File: src/tx_cfg_pkg.sv
// Constants for the transmitter power and power-amplifier configuration registers.
// Assumes an 8-bit serial register port and a 100 MHz digital clock.
package tx_cfg_pkg;

    ////////////////////////////////////////////////////////////////////////////
    // Serial frame layout
    localparam int unsigned        BYTE_W         = 8;
    localparam int unsigned        ADDR_W         = 7;
    localparam int unsigned        BIT_CNT_W      = 3;
    localparam logic [2:0]         BIT_LAST       = 3'h7;
    localparam int unsigned        CMD_WRITE_BIT  = 7;

    ////////////////////////////////////////////////////////////////////////////
    // Register offsets
    localparam logic [6:0]         OFS_CLOCK_OUTPUT_CFG = 7'h01;
    localparam logic [6:0]         OFS_RSVD_CFG   = 7'h02;
    localparam logic [6:0]         OFS_LOW_POWER  = 7'h03;
    localparam logic [6:0]         OFS_GAUSS_STEP = 7'h04;
    localparam logic [6:0]         OFS_AMP_BOOST  = 7'h05;
    localparam logic [6:0]         OFS_AMP_DRIVER = 7'h06;
    localparam logic [6:0]         OFS_AMP_SHUNT  = 7'h07;

    ////////////////////////////////////////////////////////////////////////////
    // Field positions and reset values
    localparam int unsigned        DLY_MSB        = 7;
    localparam int unsigned        DLY_LSB        = 6;
    localparam logic [1:0]         DLY_RESET      = 2'h2;
    localparam logic [2:0]         CLKRSV_RESET   = 3'h1;
    localparam logic [7:0]         RSVD_CFG_RESET = 8'h03;
    localparam logic [1:0]         LPSEL_RESET    = 2'h0;
    localparam logic [5:0]         GSTEP_RESET    = 6'h00;
    localparam logic [2:0]         BOOSTREG_RESET = 3'h4;
    localparam int unsigned        BOOST_BIT      = 0;
    localparam logic [2:0]         DRVRSV_RESET   = 3'h4;
    localparam int unsigned        DRVRSV_LSB     = 5;
    localparam logic [2:0]         DRVCNT_RESET   = 3'h0;
    localparam logic [4:0]         SHUNT_RESET    = 5'h00;

    ////////////////////////////////////////////////////////////////////////////
    // Low-power select codes
    localparam logic [1:0]         LP_SHUTDOWN    = 2'h0;
    localparam logic [1:0]         LP_STANDBY     = 2'h1;
    localparam logic [1:0]         LP_QUICK       = 2'h2;
    localparam logic [1:0]         LP_REVERT      = 2'h3;

    ////////////////////////////////////////////////////////////////////////////
    // Clock-output start delay, in digital clock cycles
    localparam int unsigned        DLY_CNT_W      = 10;
    localparam logic [9:0]         DLY_CYC_CODE0  = 10'h040;
    localparam logic [9:0]         DLY_CYC_CODE1  = 10'h080;
    localparam logic [9:0]         DLY_CYC_CODE2  = 10'h100;
    localparam logic [9:0]         DLY_CYC_CODE3  = 10'h200;

    ////////////////////////////////////////////////////////////////////////////
    // Power sequencing states
    typedef enum logic [2:0] {
        ST_RUN   = 3'b001,
        ST_LOWPW = 3'b010,
        ST_WAKE  = 3'b100
    } pwr_state_t;

endpackage

File: src/tx_power_and_pa_config_regs.sv
// Power-mode, clock-output start and power-amplifier configuration registers.
// Assumes a host on the serial pins and a low-power request pin from outside mclk.

////////////////////////////////////////////////////////////////////////////////
module tx_power_and_pa_config_regs (
    // Clock and reset
    input  wire logic       mclk,
    input  wire logic       reset,
    // Serial register port
    input  wire logic       sclk,
    input  wire logic       csN,
    input  wire logic       sdi,
    output logic            sdo,
    output logic            sdoOe,
    // Low-power request pin
    input  wire logic       lowPowerReq,
    // Power controls
    output logic            xoEnable,
    output logic            pllEnable,
    output logic            ampEnable,
    // Clock output
    output logic            clockOutput,
    // Modulator and amplifier settings
    output logic [5:0]      gaussStepControl,
    output logic            ampPowerBoost,
    output logic [7:0]      ampDriverEnable,
    output logic [4:0]      ampShuntCap
);

    ////////////////////////////////////////////////////////////////////////////
    // Serial byte port
    logic [7:0] rxByte;
    logic       rxValid;
    logic       frameActive;
    logic [7:0] txByte_q;
    logic       txLoad_q;

    spi_byte_port u_port (
        .mclk        (mclk),
        .reset       (reset),
        .sclk        (sclk),
        .csN         (csN),
        .sdi         (sdi),
        .sdo         (sdo),
        .sdoOe       (sdoOe),
        .rxByte      (rxByte),
        .rxValid     (rxValid),
        .frameActive (frameActive),
        .txByte      (txByte_q),
        .txLoad      (txLoad_q)
    );

    ////////////////////////////////////////////////////////////////////////////
    // Frame decode: first byte is command and address, second is data
    logic       gotCmd_q;
    logic       isWrite_q;
    logic [6:0] addr_q;
    logic       wrStrobe;
    logic [7:0] readData;

    always_ff @(posedge mclk) begin
        if (reset || !frameActive) begin
            gotCmd_q  <= 1'b0;
            isWrite_q <= 1'b0;
            addr_q    <= '0;
        end else if (rxValid && !gotCmd_q) begin
            gotCmd_q  <= 1'b1;
            isWrite_q <= rxByte[tx_cfg_pkg::CMD_WRITE_BIT];
            addr_q    <= rxByte[6:0];
        end
    end

    // Only the first data byte of a frame is acted on; later bytes are dropped
    logic dataSeen_q;

    always_ff @(posedge mclk) begin
        if (reset || !frameActive) begin
            dataSeen_q <= 1'b0;
        end else if (rxValid && gotCmd_q) begin
            dataSeen_q <= 1'b1;
        end
    end

    assign wrStrobe = rxValid && gotCmd_q && !dataSeen_q && isWrite_q;

    // Read data is loaded in the cycle after the command byte, well before the next falling edge
    always_ff @(posedge mclk) begin
        if (reset) begin
            txByte_q <= '0;
            txLoad_q <= 1'b0;
        end else begin
            txLoad_q <= rxValid && !gotCmd_q && !rxByte[tx_cfg_pkg::CMD_WRITE_BIT];
            txByte_q <= readData;
        end
    end

    ////////////////////////////////////////////////////////////////////////////
    // Register storage, implemented bits only
    logic [1:0] startDelay_q;
    logic [2:0] clkReserved_q;
    logic [7:0] reservedCfg_q;
    logic [1:0] lowPowerSelect_q;
    logic [5:0] gaussStep_q;
    logic [2:0] boostReg_q;
    logic [2:0] driverReserved_q;
    logic [2:0] driverCount_q;
    logic [4:0] shuntCap_q;

    // Reserved bits are stored as written; the host keeps their values
    always_ff @(posedge mclk) begin
        if (reset) begin
            startDelay_q  <= tx_cfg_pkg::DLY_RESET;
            clkReserved_q <= tx_cfg_pkg::CLKRSV_RESET;
        end else if (wrStrobe && addr_q == tx_cfg_pkg::OFS_CLOCK_OUTPUT_CFG) begin
            startDelay_q  <= rxByte[tx_cfg_pkg::DLY_MSB:tx_cfg_pkg::DLY_LSB];
            clkReserved_q <= rxByte[2:0];
        end
    end

    always_ff @(posedge mclk) begin
        if (reset) begin
            reservedCfg_q <= tx_cfg_pkg::RSVD_CFG_RESET;
        end else if (wrStrobe && addr_q == tx_cfg_pkg::OFS_RSVD_CFG) begin
            reservedCfg_q <= rxByte;
        end
    end

    always_ff @(posedge mclk) begin
        if (reset) begin
            lowPowerSelect_q <= tx_cfg_pkg::LP_SHUTDOWN;
        end else if (wrStrobe && addr_q == tx_cfg_pkg::OFS_LOW_POWER) begin
            if (rxByte[1:0] == tx_cfg_pkg::LP_REVERT) begin
                lowPowerSelect_q <= tx_cfg_pkg::LP_QUICK;
            end else begin
                lowPowerSelect_q <= rxByte[1:0];
            end
        end
    end

    always_ff @(posedge mclk) begin
        if (reset) begin
            gaussStep_q <= tx_cfg_pkg::GSTEP_RESET;
        end else if (wrStrobe && addr_q == tx_cfg_pkg::OFS_GAUSS_STEP) begin
            gaussStep_q <= rxByte[5:0];
        end
    end

    always_ff @(posedge mclk) begin
        if (reset) begin
            boostReg_q <= tx_cfg_pkg::BOOSTREG_RESET;
        end else if (wrStrobe && addr_q == tx_cfg_pkg::OFS_AMP_BOOST) begin
            boostReg_q <= rxByte[2:0];
        end
    end

    always_ff @(posedge mclk) begin
        if (reset) begin
            driverReserved_q <= tx_cfg_pkg::DRVRSV_RESET;
            driverCount_q    <= tx_cfg_pkg::DRVCNT_RESET;
        end else if (wrStrobe && addr_q == tx_cfg_pkg::OFS_AMP_DRIVER) begin
            driverReserved_q <= rxByte[7:5];
            driverCount_q    <= rxByte[2:0];
        end
    end

    always_ff @(posedge mclk) begin
        if (reset) begin
            shuntCap_q <= tx_cfg_pkg::SHUNT_RESET;
        end else if (wrStrobe && addr_q == tx_cfg_pkg::OFS_AMP_SHUNT) begin
            shuntCap_q <= rxByte[4:0];
        end
    end

    ////////////////////////////////////////////////////////////////////////////
    // Read-back; unmapped offsets and unimplemented bits read zero
    always_comb begin
        readData = 8'h00;
        unique case (rxByte[6:0])
            tx_cfg_pkg::OFS_CLOCK_OUTPUT_CFG: readData = {startDelay_q, 3'h0, clkReserved_q};
            tx_cfg_pkg::OFS_RSVD_CFG:   readData = reservedCfg_q;
            tx_cfg_pkg::OFS_LOW_POWER:  readData = {6'h00, lowPowerSelect_q};
            tx_cfg_pkg::OFS_GAUSS_STEP: readData = {2'h0, gaussStep_q};
            tx_cfg_pkg::OFS_AMP_BOOST:  readData = {5'h00, boostReg_q};
            tx_cfg_pkg::OFS_AMP_DRIVER: readData = {driverReserved_q, 2'h0, driverCount_q};
            tx_cfg_pkg::OFS_AMP_SHUNT:  readData = {3'h0, shuntCap_q};
            default:                    readData = 8'h00;
        endcase
    end

    ////////////////////////////////////////////////////////////////////////////
    // Low-power request synchroniser
    logic lpReqS1_q;
    logic lpReqS2_q;

    always_ff @(posedge mclk) begin
        lpReqS1_q <= lowPowerReq;
        lpReqS2_q <= lpReqS1_q;
    end

    ////////////////////////////////////////////////////////////////////////////
    // Power sequencing
    tx_cfg_pkg::pwr_state_t state_q;
    logic [1:0]             enteredMode_q;
    logic                   delayLoad_q;
    logic                   delayBusy;
    logic [9:0]             delayCycles;

    // Select read when the counter loads on leaving low power, so a write during low power applies to this wake
    always_comb begin
        delayCycles = tx_cfg_pkg::DLY_CYC_CODE0;
        unique case (startDelay_q)
            2'h0: delayCycles = tx_cfg_pkg::DLY_CYC_CODE0;
            2'h1: delayCycles = tx_cfg_pkg::DLY_CYC_CODE1;
            2'h2: delayCycles = tx_cfg_pkg::DLY_CYC_CODE2;
            2'h3: delayCycles = tx_cfg_pkg::DLY_CYC_CODE3;
        endcase
    end

    start_delay_counter u_delay (
        .mclk      (mclk),
        .reset     (reset),
        .load      (delayLoad_q),
        .loadValue (delayCycles),
        .busy      (delayBusy)
    );

    always_ff @(posedge mclk) begin
        if (reset) begin
            state_q       <= tx_cfg_pkg::ST_RUN;
            enteredMode_q <= tx_cfg_pkg::LP_SHUTDOWN;
            delayLoad_q   <= 1'b0;
        end else begin
            delayLoad_q <= 1'b0;
            unique case (state_q)
                tx_cfg_pkg::ST_RUN: begin
                    if (lpReqS2_q) begin
                        state_q       <= tx_cfg_pkg::ST_LOWPW;
                        enteredMode_q <= lowPowerSelect_q;
                    end
                end
                tx_cfg_pkg::ST_LOWPW: begin
                    if (!lpReqS2_q) begin
                        if (enteredMode_q == tx_cfg_pkg::LP_SHUTDOWN) begin
                            state_q     <= tx_cfg_pkg::ST_WAKE;
                            delayLoad_q <= 1'b1;
                        end else begin
                            state_q <= tx_cfg_pkg::ST_RUN;
                        end
                    end
                end
                tx_cfg_pkg::ST_WAKE: begin
                    // Counter goes busy the cycle after its load
                    if (!delayLoad_q && !delayBusy) begin
                        state_q <= tx_cfg_pkg::ST_RUN;
                    end
                end
                default: begin
                    state_q <= tx_cfg_pkg::ST_RUN;
                end
            endcase
        end
    end

    // Blocks stay powered while waking; only the clock output waits
    always_ff @(posedge mclk) begin
        if (reset) begin
            xoEnable  <= 1'b1;
            pllEnable <= 1'b1;
            ampEnable <= 1'b1;
        end else if (state_q == tx_cfg_pkg::ST_LOWPW) begin
            unique case (enteredMode_q)
                tx_cfg_pkg::LP_SHUTDOWN: begin
                    xoEnable  <= 1'b0;
                    pllEnable <= 1'b0;
                    ampEnable <= 1'b0;
                end
                tx_cfg_pkg::LP_STANDBY: begin
                    xoEnable  <= 1'b1;
                    pllEnable <= 1'b0;
                    ampEnable <= 1'b0;
                end
                default: begin
                    xoEnable  <= 1'b1;
                    pllEnable <= 1'b1;
                    ampEnable <= 1'b0;
                end
            endcase
        end else begin
            xoEnable  <= 1'b1;
            pllEnable <= 1'b1;
            ampEnable <= 1'b1;
        end
    end

    // Clock output runs at half mclk; idle low outside the run state
    always_ff @(posedge mclk) begin
        if (reset) begin
            clockOutput <= 1'b0;
        end else if (state_q == tx_cfg_pkg::ST_RUN) begin
            clockOutput <= ~clockOutput;
        end else begin
            clockOutput <= 1'b0;
        end
    end

    ////////////////////////////////////////////////////////////////////////////
    // Modulator and amplifier settings
    always_ff @(posedge mclk) begin
        if (reset) begin
            gaussStepControl <= tx_cfg_pkg::GSTEP_RESET;
            ampPowerBoost    <= 1'b0;
            ampShuntCap      <= tx_cfg_pkg::SHUNT_RESET;
        end else begin
            gaussStepControl <= gaussStep_q;
            ampPowerBoost    <= boostReg_q[tx_cfg_pkg::BOOST_BIT];
            ampShuntCap      <= shuntCap_q;
        end
    end

    // Thermometer code: driver i is on when i is not above the count
    always_ff @(posedge mclk) begin
        if (reset) begin
            ampDriverEnable <= 8'h01;
        end else begin
            for (int i = 0; i < 8; i++) begin
                ampDriverEnable[i] <= (3'(i) <= driverCount_q);
            end
        end
    end

endmodule

File: src/spi_byte_port.sv
// Serial byte port: synchronises the serial pins and moves whole bytes.
// Assumes the serial clock is far slower than mclk (at least eight mclk per phase).
module spi_byte_port (
    // Clock and reset
    input  wire logic       mclk,
    input  wire logic       reset,
    // Serial pins
    input  wire logic       sclk,
    input  wire logic       csN,
    input  wire logic       sdi,
    output logic            sdo,
    output logic            sdoOe,
    // Byte side
    output logic [7:0]      rxByte,
    output logic            rxValid,
    output logic            frameActive,
    input  wire logic [7:0] txByte,
    input  wire logic       txLoad
);

    ////////////////////////////////////////////////////////////////////////////
    // Two-flop synchronisers; only the second stage is looked at
    logic       sclkS1_q, sclkS2_q, sclkPrev_q;
    logic       csS1_q, csS2_q;
    logic       sdiS1_q, sdiS2_q;
    logic [6:0] shiftIn_q;
    logic [7:0] shiftOut_q;
    logic [2:0] bitCnt_q;
    logic       rise, fall;

    always_ff @(posedge mclk) begin
        sclkS1_q   <= sclk;
        sclkS2_q   <= sclkS1_q;
        sclkPrev_q <= sclkS2_q;
        csS1_q     <= csN;
        csS2_q     <= csS1_q;
        sdiS1_q    <= sdi;
        sdiS2_q    <= sdiS1_q;
    end

    assign rise = sclkS2_q & ~sclkPrev_q;
    assign fall = ~sclkS2_q & sclkPrev_q;

    ////////////////////////////////////////////////////////////////////////////
    // Receive, most significant bit first, sampled on rising serial clock
    always_ff @(posedge mclk) begin
        if (reset || csS2_q) begin
            bitCnt_q  <= '0;
            shiftIn_q <= '0;
            rxValid   <= 1'b0;
            rxByte    <= '0;
        end else begin
            rxValid <= 1'b0;
            if (rise) begin
                shiftIn_q <= {shiftIn_q[5:0], sdiS2_q};
                bitCnt_q  <= bitCnt_q + 3'h1;
                if (bitCnt_q == tx_cfg_pkg::BIT_LAST) begin
                    rxByte  <= {shiftIn_q, sdiS2_q};
                    rxValid <= 1'b1;
                end
            end
        end
    end

    ////////////////////////////////////////////////////////////////////////////
    // Transmit, changed on falling serial clock
    always_ff @(posedge mclk) begin
        if (reset || csS2_q) begin
            shiftOut_q  <= '0;
            sdo         <= 1'b0;
            sdoOe       <= 1'b0;
            frameActive <= 1'b0;
        end else begin
            sdoOe       <= 1'b1;
            frameActive <= 1'b1;
            if (txLoad) begin
                shiftOut_q <= txByte;
            end else if (fall) begin
                sdo        <= shiftOut_q[7];
                shiftOut_q <= {shiftOut_q[6:0], 1'b0};
            end
        end
    end

endmodule

File: src/start_delay_counter.sv
// Down counter that stays busy for exactly the loaded number of cycles.
// Assumes a load value of at least one.
module start_delay_counter (
    // Clock and reset
    input  wire logic       mclk,
    input  wire logic       reset,
    // Control
    input  wire logic       load,
    input  wire logic [9:0] loadValue,
    output logic            busy
);

    logic [9:0] cnt_q;

    always_ff @(posedge mclk) begin
        if (reset) begin
            cnt_q <= '0;
            busy  <= 1'b0;
        end else if (load) begin
            cnt_q <= loadValue;
            busy  <= 1'b1;
        end else if (busy) begin
            cnt_q <= cnt_q - 10'h001;
            busy  <= (cnt_q != 10'h001);
        end
    end

endmodule

File: config.mk
export PLATFORM = sky130hd
export DESIGN_NAME = tx_power_and_pa_config_regs
export DESIGN_NICKNAME = d
export VERILOG_FILES = /design/src/tx_cfg_pkg.sv /design/src/tx_power_and_pa_config_regs.sv /design/src/spi_byte_port.sv /design/src/start_delay_counter.sv
export SDC_FILE = /design/constraint.sdc
export NUM_CORES = 1
export LEC_CHECK = 0
export ABC_AREA = 0
export BUFFER_PORTS_ARGS = -buffer_cell sky130_fd_sc_hd__buf_4
export CAP_MARGIN = 20
export CORE_MARGIN = 3
export CORE_UTILIZATION = 40
export CTS_CLUSTER_DIAMETER = 40
export DETAILED_ROUTE_END_ITERATION = 6
export SYNTH_ARGS = -nofsm -noshare
export SYNTH_HDL_FRONTEND = slang
export SYNTH_SLANG_ARGS = --single-unit
File: constraint.sdc
create_clock -name mclk -period 2 [get_ports mclk]
set_clock_uncertainty 0.2 [all_clocks]
set_input_delay 0.4 -clock mclk [delete_from_list [all_inputs] [get_ports mclk]]
set_output_delay 0.4 -clock mclk [all_outputs]
set_load 0.05 [all_outputs]
[After elaboration in Yosys (flattened, before gate mapping)]
Index checks and enable logic that the tools add are counted.
Storage, ports and cells
  bits in registers: 133
  bits of input ports: 6
  output and inout bits: 26
  logic and storage cells: 144
Operators by class
  add/subtract/negate cells: 2
  $lt $le $gt $ge: 8
  equality and inequality tests: 27
  multiplexer cells: 20
  bitwise gates (word level): 9
  reductions and logical operators: 34
Operators by type and width (count)
  equality test 7 x 3 -> 1 bit, second input constant: 8
  case mux 8 bit (7 select lines): 1
  case mux 10 bit (4 select lines): 1
  equality test 7 x 2 -> 1 bit, second input constant: 4
  2-to-1 mux 10 bit: 2
  2-to-1 mux 8 bit: 2
  equality test 7 x 1 -> 1 bit, second input constant: 2
  logical AND 1 bit: 13
  less-or-equal comparator 3 bit, first input constant: 4
  2-to-1 mux 3 bit: 4
  != test 10 x 1 -> 1 bit, second input constant: 1
  subtractor 10 x 1 -> 10 bit, second input constant: 1
  case mux 3 bit (3 select lines): 1
  2-to-1 mux 1 bit: 8
  OR reduction 2 bit: 4
  inverter 1 bit: 7
  equality test 2 bit, second input constant: 3
  equality test 3 bit, second input constant: 2
  less-or-equal comparator 1 x 3 -> 1 bit, first input constant: 2
  less-or-equal comparator 2 x 3 -> 1 bit, first input constant: 2
  zero test 1 bit: 6
  != test 2 bit, second input constant: 3
  AND reduction 2 bit: 3
  equality test 2 x 1 -> 1 bit, second input constant: 2
  other kinds (10): 14

[Depth between registers and ports, before layout]
Gate-level depths: netlist (run 1).
  depth in word-level cells: 4
  depth in mapped cells: 6
  mapped depth without buffers: 6

[Hierarchy]
Synthesis (run 1) repeated with hierarchy kept, for this count alone.
Second synthesis, totals
  cells, all modules: 550
  area, all modules: 5178.7 um^2
By module, submodules not included
  tx_power_and_pa_config_regs: instances 1, cells an instance 338, area an instance 3342.0 um^2, seq. area each 1721.7 um^2
  spi_byte_port: instances 1, cells an instance 144, area an instance 1248.7 um^2, seq. area each 720.7 um^2
  start_delay_counter: instances 1, cells an instance 68, area an instance 588.1 um^2, seq. area each 220.2 um^2

[Least setup slack after synthesis (run 1)]
No wires, ideal clock.
  path type: reg2reg
  from: register u_port.rxByte[3]
  to: register txByte_q[0]
  setup time: 0.073 ns
  arrival time: 1.482 ns
  required time: 1.727 ns
  setup slack: 0.245 ns
  cell stages (with the launch flop): 5
  path buffers: 1
  clock period less this slack: 1.755 ns
  path through: dfxtp_1 -> or4_1 -> or3_1 -> buf_6 -> nor3_2
Between the ends
  word-level cells in the longest chain between the ends: 2
  elaborated cells between the ends (all ways): 8
  those cells by class: eq/ne (7); mux (1)
Ends and longest elaborated chain
  start, declared: RTL line spi_byte_port.sv:14  | output logic [7:0] rxByte,
  start signal, assigned: RTL line spi_byte_port.sv:58  | rxByte <= {shiftIn_q, sdiS2_q};
  equality test 7 x 3 -> 1 bit (tied with other cells): RTL line tx_power_and_pa_config_regs.sv:178  | unique case (rxByte[6:0])
  case mux 8 bit (7 select lines) *: RTL line tx_power_and_pa_config_regs.sv:178
  end signal, assigned: RTL line tx_power_and_pa_config_regs.sv:93  | txByte_q <= readData;
  end, declared: RTL line tx_power_and_pa_config_regs.sv:35  | logic [7:0] txByte_q;
Mark *: on every way between the ends. The rest lies on a longest branch, timed or not.
A chain may end at the register's enable or synchronous reset.

[Final worst setup path (run 1)]
  from: register u_port.rxByte[5]
  to: register txByte_q[1]
The elaborated chain is that of the path after synthesis.

==> flow_summary.toml, run 1 <==
[power_and_ir_drop]
pwr_density_cell_nw_per_um2 = 953
ir_drop_v = 0.000566
p_leak_uw = 0.00236
p_total_uw = 5840

[detailed_routing]
post-route-drc-count = 0
met3_length_um = 327
dr_wl_met2_mm = 4.93
routed_wl_mm = 10.3
via_per_inst = 4.94
first_pass_iters = 4
drt_iter0_markers = 231
drt-met1-wl_mm = 4.84
vias = 3704
wire_per_inst_um = 13.7
top_layer = "met4"
ant_nets = 0

[cts]
cts_made_buffers = 17
insertion_delay_ns = 0.42
clk_path_buf_depth = 2
h-tree-depth = 4
cts_tree = "done"
clkTransAtPathRegs_ns = 0.05
clockRootBuffer = "clkbuf_16"
post_cts_buffers = 0
clock_sinks = 133

[die]
core_um2 = 12200
ios = 32
die-area_um2 = 14000
initial_utilization = 0.415
die_h_um = 118
rows = 40
die_x_um = 118

[cells_and_area]
final_area_um2 = 6130
num_antenna_cells = 0
area_growth_pct = 21.4
nets = 580
drive_gt1_frac = 0.170

[synthesis]
synth.avg_cell_area_um2 = 9.54
async_reset_ff_frac = 0
synth_cells = 529
ys.flop_type = "dfxtp_1"
synth.top_cells.by_count = "dfxtp_1 (133), nor2_1 (64), nand2_1 (52)"
synth_edf_count = 0
synth_most_common_cell = "dfxtp_1"
synth_top_area_share = 0.528
yosysWarnings = 0
synth.cell_area_um2 = 5050
synth_nets = 539
yosysTopAreaCell = "dfxtp_1"
seq_area_frac_synth = 0.528
ys_types = 51
ys_ff_latch = 133
synth_area_leaders = "dfxtp_1 (53%), mux2i_1 (7.5%), nor2_1 (4.8%)"

[global_route]
grt_overflow = 0
grt_pass1_vias = 3577
grt_use_total = 0.156
antenna_found_initial = 0
grt_first_pass_wirelength_mm = 17.4
grt_max_degree = 67

[placed_design]
gp_congestion = 0.786
portBuffers = 31
dp_slack_ns = 0.0718
hpwl_mm = 7.07
placed_cell_area_um2 = 5520

[worst_setup_path]
crit_required_ns = 2.14
critical_path.startpoint_type = "flop"
path_cells = "or4_1, or3_1, nor3_2"
max_stage_delay_ns = 0.53
crit_fanout = 8
cpLargestDelayFamily = "simple AND/OR/NAND/NOR gates"
worstSetupPathType = "reg -> reg"
critPathArrivalTime_ns = 2.03
worst_path_max_delay_cell = "or4_1"
cp-end-kind = "flop"
crit_buf_inv = 0

[sta]
setup_viol = 0
hold_violations = 0
tightest_slew_ns = 0.593
setup_tns_ns = 0
min_period_ns = 1.89
hold_ws_ns = 0.103
max_slew_margin = 0.604
drv_slew = 0
fin_crit_sh = 0.943
fmax_ghz = 0.530
rsz0062_at_grt = "false"
setup_slack_ns = 0.114

[flow_run]
drv_cap = 0

[min_path]
hold_class = "in -> reg"

[run_status]
status = "complete, no violations"
==> state kept, by name, summed over array words and instances (netlist names), 2 cells and up <==
| name | cells |
|---|---|
| addr_q | 7 |
| ampDriverEnable | 8 |
| ampShuntCap | 5 |
| boostReg_q | 3 |
| clkReserved_q | 3 |
| driverCount_q | 3 |
| driverReserved_q | 3 |
| enteredMode_q | 2 |
| gaussStepControl | 6 |
| gaussStep_q | 6 |
| lowPowerSelect_q | 2 |
| reservedCfg_q | 8 |
| shuntCap_q | 5 |
| startDelay_q | 2 |
| state_q | 3 |
| txByte_q | 8 |
| u_delay.cnt_q | 10 |
| u_port.bitCnt_q | 3 |
| u_port.rxByte | 8 |
| u_port.shiftIn_q | 7 |
| u_port.shiftOut_q | 8 |
==> repair_timing <==
action,4_1_cts,5_1_grt
hold endpoints to repair,4,0
resized for setup,0,1
endpoints found under the setup margin,0,1
hold buffers,4,0
==> metrics by stage <==
stage / cells / utilization
floorplan: 529 / -
global placement: 715 / 0.454
detailed placement: 715 / 0.454
CTS: 750 / 0.503
global route: 750 / 0.504
finish: 750 / 0.504
==> power breakdown <==
group          switching [µW]  internal [µW]  leakage (µW)
Sequential               20.7           2680       0.00108
Clock                    1040           1920      0.000275
Combinational             109           68.3       0.00101
==> cells by family (layout without fill, tap and decap cells) <==
family	after synthesis	count (layout)	synth area share
other	1	1	0.000743
xor gates and xnor gates	7	7	0.0121
buffers and inverters	47	100	0.0379
adders and majority gates	4	4	0.00992
AOI/OAI and AO/OA	70	70	0.0830
muxes	48	48	0.102
DFF	133	133	0.528
and+or+nand+nor	219	219	0.227
==> worst paths after layout <==
path,depth (start not counted),start,to,slack [ns]
setup / recovery,3,u_port.rxByte[5]$_SDFFE_PN0P_,txByte_q[1]$_SDFF_PP0_,0.11
hold / removal,3,reset,clockOutput$_SDFF_PP0_,0.10
setup reg to reg,3,u_port.rxByte[5]$_SDFFE_PN0P_,txByte_q[1]$_SDFF_PP0_,0.11
hold reg to reg,0,u_port.csS1_q$_DFF_P_,u_port.csS2_q$_DFF_P_,0.12
==> final cells by class <==
class	count	area (µm²)
clock buffers	27	493
clock inverters	4	70.1
fillers	1135	6040
inverters	13	48.8
multi-input cells	349	2200
flip-flops and latches	133	2660
well taps	168	210
repair buffers	56	443
==> metal layers <==
| layer | vias to the layer above | track usage |
|---|---|---|
| li1 | 1883 | - |
| met1 | 1754 | 0.193 |
| met3 | 16 | 0.0478 |
| met5 | - | 0 |
| met2 | 51 | 0.249 |
| met4 | 0 | 0.0703 |
==> cell usage in the layout, fill, tap and decap left out, drive strengths merged, types with 6 or more instances in the layout <==
cell    synthesis  final
nor3           17     17
nor2           64     64
nand2b         15     15
dfxtp         133    133
nand3           9      9
a21oi          39     39
clkbuf         24     27
nand3b          7      7
o21ai           9      9
buf            10     52
nor2b          19     19
mux2i          38     38
nand4           6      6
nand2          52     52
mux2            8      8
inv            13     13
xnor2           6      6
==> worst reg2reg max path: cells and delay by family, from the launching register on <==
family | cells | cell delay [ns]
DFF | 1 | 0.35
and+or+nand+nor | 3 | 1.26
(Power assumes the default switching activity.)
==> run 2: changes to the inputs <==
--- a/config.mk
+++ b/config.mk
@@ -8,7 +8,7 @@
 export ABC_AREA = 0
 export BUFFER_PORTS_ARGS = -buffer_cell sky130_fd_sc_hd__buf_4
 export CAP_MARGIN = 20
-export CORE_MARGIN = 3
+export CORE_MARGIN = 8
 export CORE_UTILIZATION = 40
 export CTS_CLUSTER_DIAMETER = 40
 export DETAILED_ROUTE_END_ITERATION = 6
==> constraint.sdc (replaced) <==
create_clock -name mclk -period 2 [get_ports mclk]
set_clock_uncertainty 0.2 [all_clocks]
set_input_delay 0 -clock mclk [delete_from_list [all_inputs] [get_ports mclk]]
set_output_delay 0 -clock mclk [all_outputs]
set_load 0.05 [all_outputs]
==> flow_summary.toml, run 2 (synthesized netlist as in run 1, its figures left out) <==
[cells_and_area]
drive_gt1_frac = 0.179
final_common_cell = "dfxtp_1"
largest_reg_flops = 10
num_antenna_cells = 0
nets = 583
num-fill-cells = 1139
regMostFlops = "u_delay.cnt_q"
regArea_um2 = 2660
multi_input_area_um2 = 2190
final_cell_mix = "dfxtp_1 (133), nor2_1 (64), buf_4 (53), nand2_1 (52), a21oi_1 (39)"
area_growth_pct = 23.0

[sta]
hold_ws_ns = 0.0293
fin_crit_sh = 0.938
setup_viol = 0
tightest_slew_ns = 0.560
rsz0062_at_grt = "false"
setup_tns_ns = 0
hold_violations = 0
max_slew_margin = 0.627
fmax_ghz = 0.533
min_period_ns = 1.88
drv_slew = 0

[detailed_routing]
post-route-drc-count = 0
vias = 3632
routed_wl_mm = 10.2
ant_nets = 0
first_pass_iters = 4
drt_iter0_markers = 222
wire_per_inst_um = 13.4
via_per_inst = 4.80

[min_path]
hold_class = "in -> reg"
hold-path-endpoint = "u_port.sdiS1_q$_DFF_P_"
min_from = "sdi"
hold_path_depth = 2

[power_and_ir_drop]
p_leak_uw = 0.00239
p_int_uw = 4870
ir_drop_v = 0.000514
power_frac_comb = 0.030
switching_share = 0.198
power_frac_seq = 0.445
switching_power_uw = 1200
pwr-share-clk = 0.525
pwr_density_cell_nw_per_um2 = 978

[global_route]
grt_max_degree = 50
met3_usage = 0.0459
grt_pass1_vias = 3539
grt_use_met2 = 0.213
antenna_found_initial = 0
grt_first_pass_wirelength_mm = 17.2
grtUsageMet1 = 0.158
top_usage_layer = "met2"
grt_use_total = 0.133
grt_overflow = 0

[die]
ios = 32
die-area_um2 = 16500
initial_utilization = 0.405
core_um2 = 12500
die_x_um = 128
die_h_um = 128
rows = 41

[cts]
clkTransAtPathRegs_ns = 0.06
cts_made_buffers = 17
cts_hold_buf = 5
h-tree-depth = 4
post_cts_buffers = 0
clockRootBuffer = "clkbuf_16"
clock_sinks = 133
postCtsResizedCells = 0
clk_path_buf_depth = 2
cts_tree = "done"
insertion_delay_ns = 0.41

[placed_design]
portBuffers = 31
gp_congestion = 0.781
hpwl_mm = 7.28

[worst_setup_path]
worst_path_max_delay_cell = "or4_1"
path_cells = "or4_1, or3_1, nor3_2"
cp-end-kind = "flop"
critPathArrivalTime_ns = 2.01
crit_fanout = 8
reg2reg_to = "txByte_q[1]$_SDFF_PP0_"
reg2reg_depth = 3
critical_path.startpoint_type = "flop"
max_stage_delay_ns = 0.51
r2r_start = "u_port.rxByte[5]$_SDFFE_PN0P_"
worstSetupPathType = "reg -> reg"
crit_required_ns = 2.13
r2r_slack_ns = 0.12

[run_status]
status = "complete, no violations"

[flow_run]
drv_cap = 0
-- run 2: worst max-delay path, delay by kind of cell (launching register included) --
family | cells | cell delay (ns)
and+or+nand+nor | 3 | 1.23
DFF | 1 | 0.36
-- run 2: routing by layer --
layer	wire [µm]	up-vias
li1	-	1896
met5	0	-
met3	338	9
met4	110	0
met2	4920	47
met1	4800	1680
-- run 2: area by class of cell --
cell class,instances,area share
clock buffers,24,0.0808
well taps,172,0.0347
repair buffers,59,0.0754
clock inverters,7,0.0191
multi-input cells,349,0.353
inverters,13,0.00786
flip-flops and latches,133,0.429
-- run 2: through the flow --
step	instance area [µm²]	worst slack, ns	util	power [µW]	instances
finish	6210	0.124	0.498	6070	757
global route	6210	0.0212	0.498	6310	757
CTS	6210	0.122	0.498	6150	757
detailed placement	5540	0.150	0.444	2930	721
global placement	5540	0.204	0.444	2930	721
floorplan	5050	0.245	-	2880	529
-- run 2: worst max-delay path by stage --
stage                                              from                            end  slack, ns
after floorplan           u_port.rxByte[3]$_SDFFE_PN0P_         txByte_q[0]$_SDFF_PP0_       0.24
after global placement    u_port.rxByte[5]$_SDFFE_PN0P_         txByte_q[1]$_SDFF_PP0_       0.20
after detailed placement  u_port.rxByte[5]$_SDFFE_PN0P_         txByte_q[1]$_SDFF_PP0_       0.15
after CTS                 u_port.rxByte[5]$_SDFFE_PN0P_         txByte_q[1]$_SDFF_PP0_       0.12
after global routing      u_delay.cnt_q[5]$_SDFFE_PP0N_  u_delay.cnt_q[9]$_SDFFE_PP0N_       0.02
final                     u_port.rxByte[5]$_SDFFE_PN0P_         txByte_q[1]$_SDFF_PP0_       0.12
-- run 2: power by group through the flow --
stage	clock network [µW]	registers, µW	logic [µW]
floorplan	0	2770	108
global placement	0	2750	172
detailed placement	0	2760	176
CTS	3270	2700	184
global route	3410	2700	200
finish	3190	2700	182
==> run 3: changes to the inputs <==
--- a/config.mk
+++ b/config.mk
@@ -6,7 +6,7 @@
 export NUM_CORES = 1
 export LEC_CHECK = 0
 export ABC_AREA = 0
-export BUFFER_PORTS_ARGS = -buffer_cell sky130_fd_sc_hd__buf_4
+export BUFFER_PORTS_ARGS = -buffer_cell sky130_fd_sc_hd__clkbuf_2
 export CAP_MARGIN = 20
 export CORE_MARGIN = 8
 export CORE_UTILIZATION = 40
@@ -14,4 +14,5 @@
 export DETAILED_ROUTE_END_ITERATION = 6
 export SYNTH_ARGS = -nofsm -noshare
 export SYNTH_HDL_FRONTEND = slang
+export SYNTH_HIERARCHICAL = 1
 export SYNTH_SLANG_ARGS = --single-unit
==> flow_summary.toml, run 3 <==
[cts]
clk_path_buf_depth = 2
clkTransAtPathRegs_ns = 0.05
cts_made_buffers = 17
insertion_delay_ns = 0.42
post_cts_buffers = 0
clock_sinks = 133
h-tree-depth = 4
cts_tree = "done"
clockRootBuffer = "clkbuf_16"

[power_and_ir_drop]
power_frac_seq = 0.430
p_int_uw = 5040
switching_share = 0.197
switching_power_uw = 1240
ir_drop_v = 0.000622
pwr_density_cell_nw_per_um2 = 987
p_total_uw = 6280
pwr-share-clk = 0.546
p_leak_uw = 0.00238
power_frac_comb = 0.025

[worst_setup_path]
max_stage_delay_ns = 0.55
r2r_slack_ns = -0.001
r2r_start = "addr_q[6]$_SDFFE_PP0P_"
cpLargestDelayFamily = "simple AND/OR/NAND/NOR gates"
cp-end-kind = "flop"
worst_path_max_delay_cell = "or4b_4"
crit_required_ns = 2.09
critical_path.startpoint_type = "flop"
crit_buf_inv = 1
crit_fanout = 6
path_cells = "or4b_4, buf_6, or4_4, mux2i_1"
reg2reg_to = "shuntCap_q[4]$_SDFFE_PP0P_"
critPathArrivalTime_ns = 2.10
reg2reg_depth = 4
worstSetupPathType = "reg -> reg"

[cells_and_area]
finish.utilization = 0.504
final_common_cell = "dfxtp_1"
final_cell_mix = "dfxtp_1 (133), nand2_1 (74), nor2_1 (43), a21oi_1 (35)"
regMostFlops = "u_delay/cnt_q"
area_growth_pct = 22.8
drive_gt1_frac = 0.181
num_antenna_cells = 0
nets = 605
final_area_um2 = 6360
largest_reg_flops = 10

[synthesis]
ys_ff_latch = 133
synth_area_leaders = "dfxtp_1 (51%), mux2i_1 (6.6%), nand2_1 (5.4%)"
ys.flop_type = "dfxtp_1"
yosysTopAreaCell = "dfxtp_1"
synth.avg_cell_area_um2 = 9.42
yosysWarnings = 6
synth.top_cells.by_count = "dfxtp_1 (133), nand2_1 (74), nor2_1 (43)"
synth.cell_area_um2 = 5180
async_reset_ff_frac = 0
synth_cells = 550
ys_types = 57
synth_top_area_share = 0.514
synth_most_common_cell = "dfxtp_1"
seq_area_frac_synth = 0.514
synth_edf_count = 0

[min_path]
hold_path_depth = 2
hold_class = "in -> reg"
hold-path-endpoint = "u_port/sdiS1_q$_DFF_P_"
min_from = "sdi"

[global_route]
grt_use_total = 0.144
antenna_found_initial = 0
grt_overflow = 0
grt_first_pass_wirelength_mm = 18.8
grt_max_degree = 72
grt_pass1_vias = 3894

[die]
die-area_um2 = 16800
die_h_um = 130
initial_utilization = 0.410
rows = 41
core_um2 = 12600
ios = 32
die_x_um = 130

[detailed_routing]
post-route-drc-count = 0
ant_nets = 0
drt_iter0_markers = 247
vias = 3903
via_per_inst = 5.00
first_pass_iters = 4
wire_per_inst_um = 14.5
routed_wl_mm = 11.3

[sta]
rsz0062_at_grt = "true"
fin_crit_sh = 1.00
max_slew_margin = 0.552
drv_slew = 0
setup_tns_ns = -0.00140
hold_violations = 0
min_period_ns = 2.00
fmax_ghz = 0.500
setup_viol = 1
tightest_slew_ns = 0.671
setup_slack_ns = -0.00140

[placed_design]
hpwl_mm = 7.59
gp_congestion = 0.778
dp_slack_ns = -0.0575
placed_cell_area_um2 = 5570
portBuffers = 31

[flow_run]
drv_cap = 0

[run_status]
violations = "setup timing"
status = "complete, but fails checks"
run 3: changes by cell type after synthesis, sizes merged, moves of 11 or more:
cell	change
o41ai	+11
nor2	-21
nand2	+22
nor3	-12
o21ai	+13
nand2b	+19
run 3: worst reg2reg max path: stages (launching register included):
cell     delay, ns
dfxtp_1       0.31
or4b_4        0.55
buf_6         0.16
or4_4         0.53
mux2i_1       0.15
run 3: worst max path at each step:
stage / endpoint / slack, ns / from / cells after the start
2_1_floorplan: driverCount_q[2]$_SDFFE_PP0P_ / 0.01 / addr_q[6]$_SDFFE_PP0P_ / 5
3_3_place_gp: clkReserved_q[1]$_SDFFE_PP0P_ / -0.04 / addr_q[6]$_SDFFE_PP0P_ / 4
3_5_place_dp: clkReserved_q[2]$_SDFFE_PP0P_ / -0.06 / addr_q[6]$_SDFFE_PP0P_ / 4
4_1_cts: driverReserved_q[2]$_SDFFE_PP1P_ / -0.009 / addr_q[6]$_SDFFE_PP0P_ / 4
5_1_grt: boostReg_q[0]$_SDFFE_PP0P_ / -0.05 / addr_q[6]$_SDFFE_PP0P_ / 4
6_report: shuntCap_q[4]$_SDFFE_PP0P_ / -0.001 / addr_q[6]$_SDFFE_PP0P_ / 4
run 3: cells by family (layout without fill, tap and decap cells):
logic type	after synthesis	count (layout)	synth area share
other cells	2	7	0.00145
flops	133	133	0.514
simple gates	222	222	0.223
xor+xnor	4	4	0.00677
compound gates	98	98	0.120
mux	40	40	0.0831
fa+ha+maj	4	4	0.00966
buf+inv	47	100	0.0413
run 3: area by class of cell:
cell class                 instances  area [µm²]
fill                            1182        6260
clock buffer                      20         467
clock inverter                    12         199
sequential                       133        2660
inverter                          11        41.3
timing repair buffer              57         389
multi-input combinational        375        2390
tap                              172         215
run 3: layer usage:
| metal | part of all wire | global-route usage |
|---|---|---|
| met1 | 0.47 | 0.175 |
| met2 | 0.46 | 0.228 |
| met3 | 0.039 | 0.0445 |
| met4 | 0.026 | 0.0697 |
| met5 | 0 | 0 |
run 3: power groups by stage:
| stage | logic, µW | clock network, µW | registers (µW) |
|---|---|---|---|
| CTS | 157 | 3480 | 2700 |
| finish | 156 | 3430 | 2700 |
| global placement | 146 | 0 | 2750 |
| global route | 172 | 3610 | 2700 |
| floorplan | 104 | 0 | 2770 |
| detailed placement | 148 | 0 | 2750 |
run 3: timing repair:
| item | in CTS | in global routing |
|---|---|---|
| gates cloned | 1 | 0 |
| hold buffers | 5 | 0 |
| resized for setup | 7 | 12 |
| setup endpoints to repair | 21 | 24 |
| pin swaps | 0 | 1 |
| endpoints found under the hold margin | 43 | 0 |
run 3: through the flow:
| stage | hold WS [ns] | instances |
|---|---|---|
| finish | 0.0194 | 780 |
| global route | 0.0157 | 780 |
| CTS | 0.00363 | 780 |
| detailed placement | -0.0960 | 742 |
| global placement | -0.0967 | 742 |
| floorplan | -0.172 | 555 |
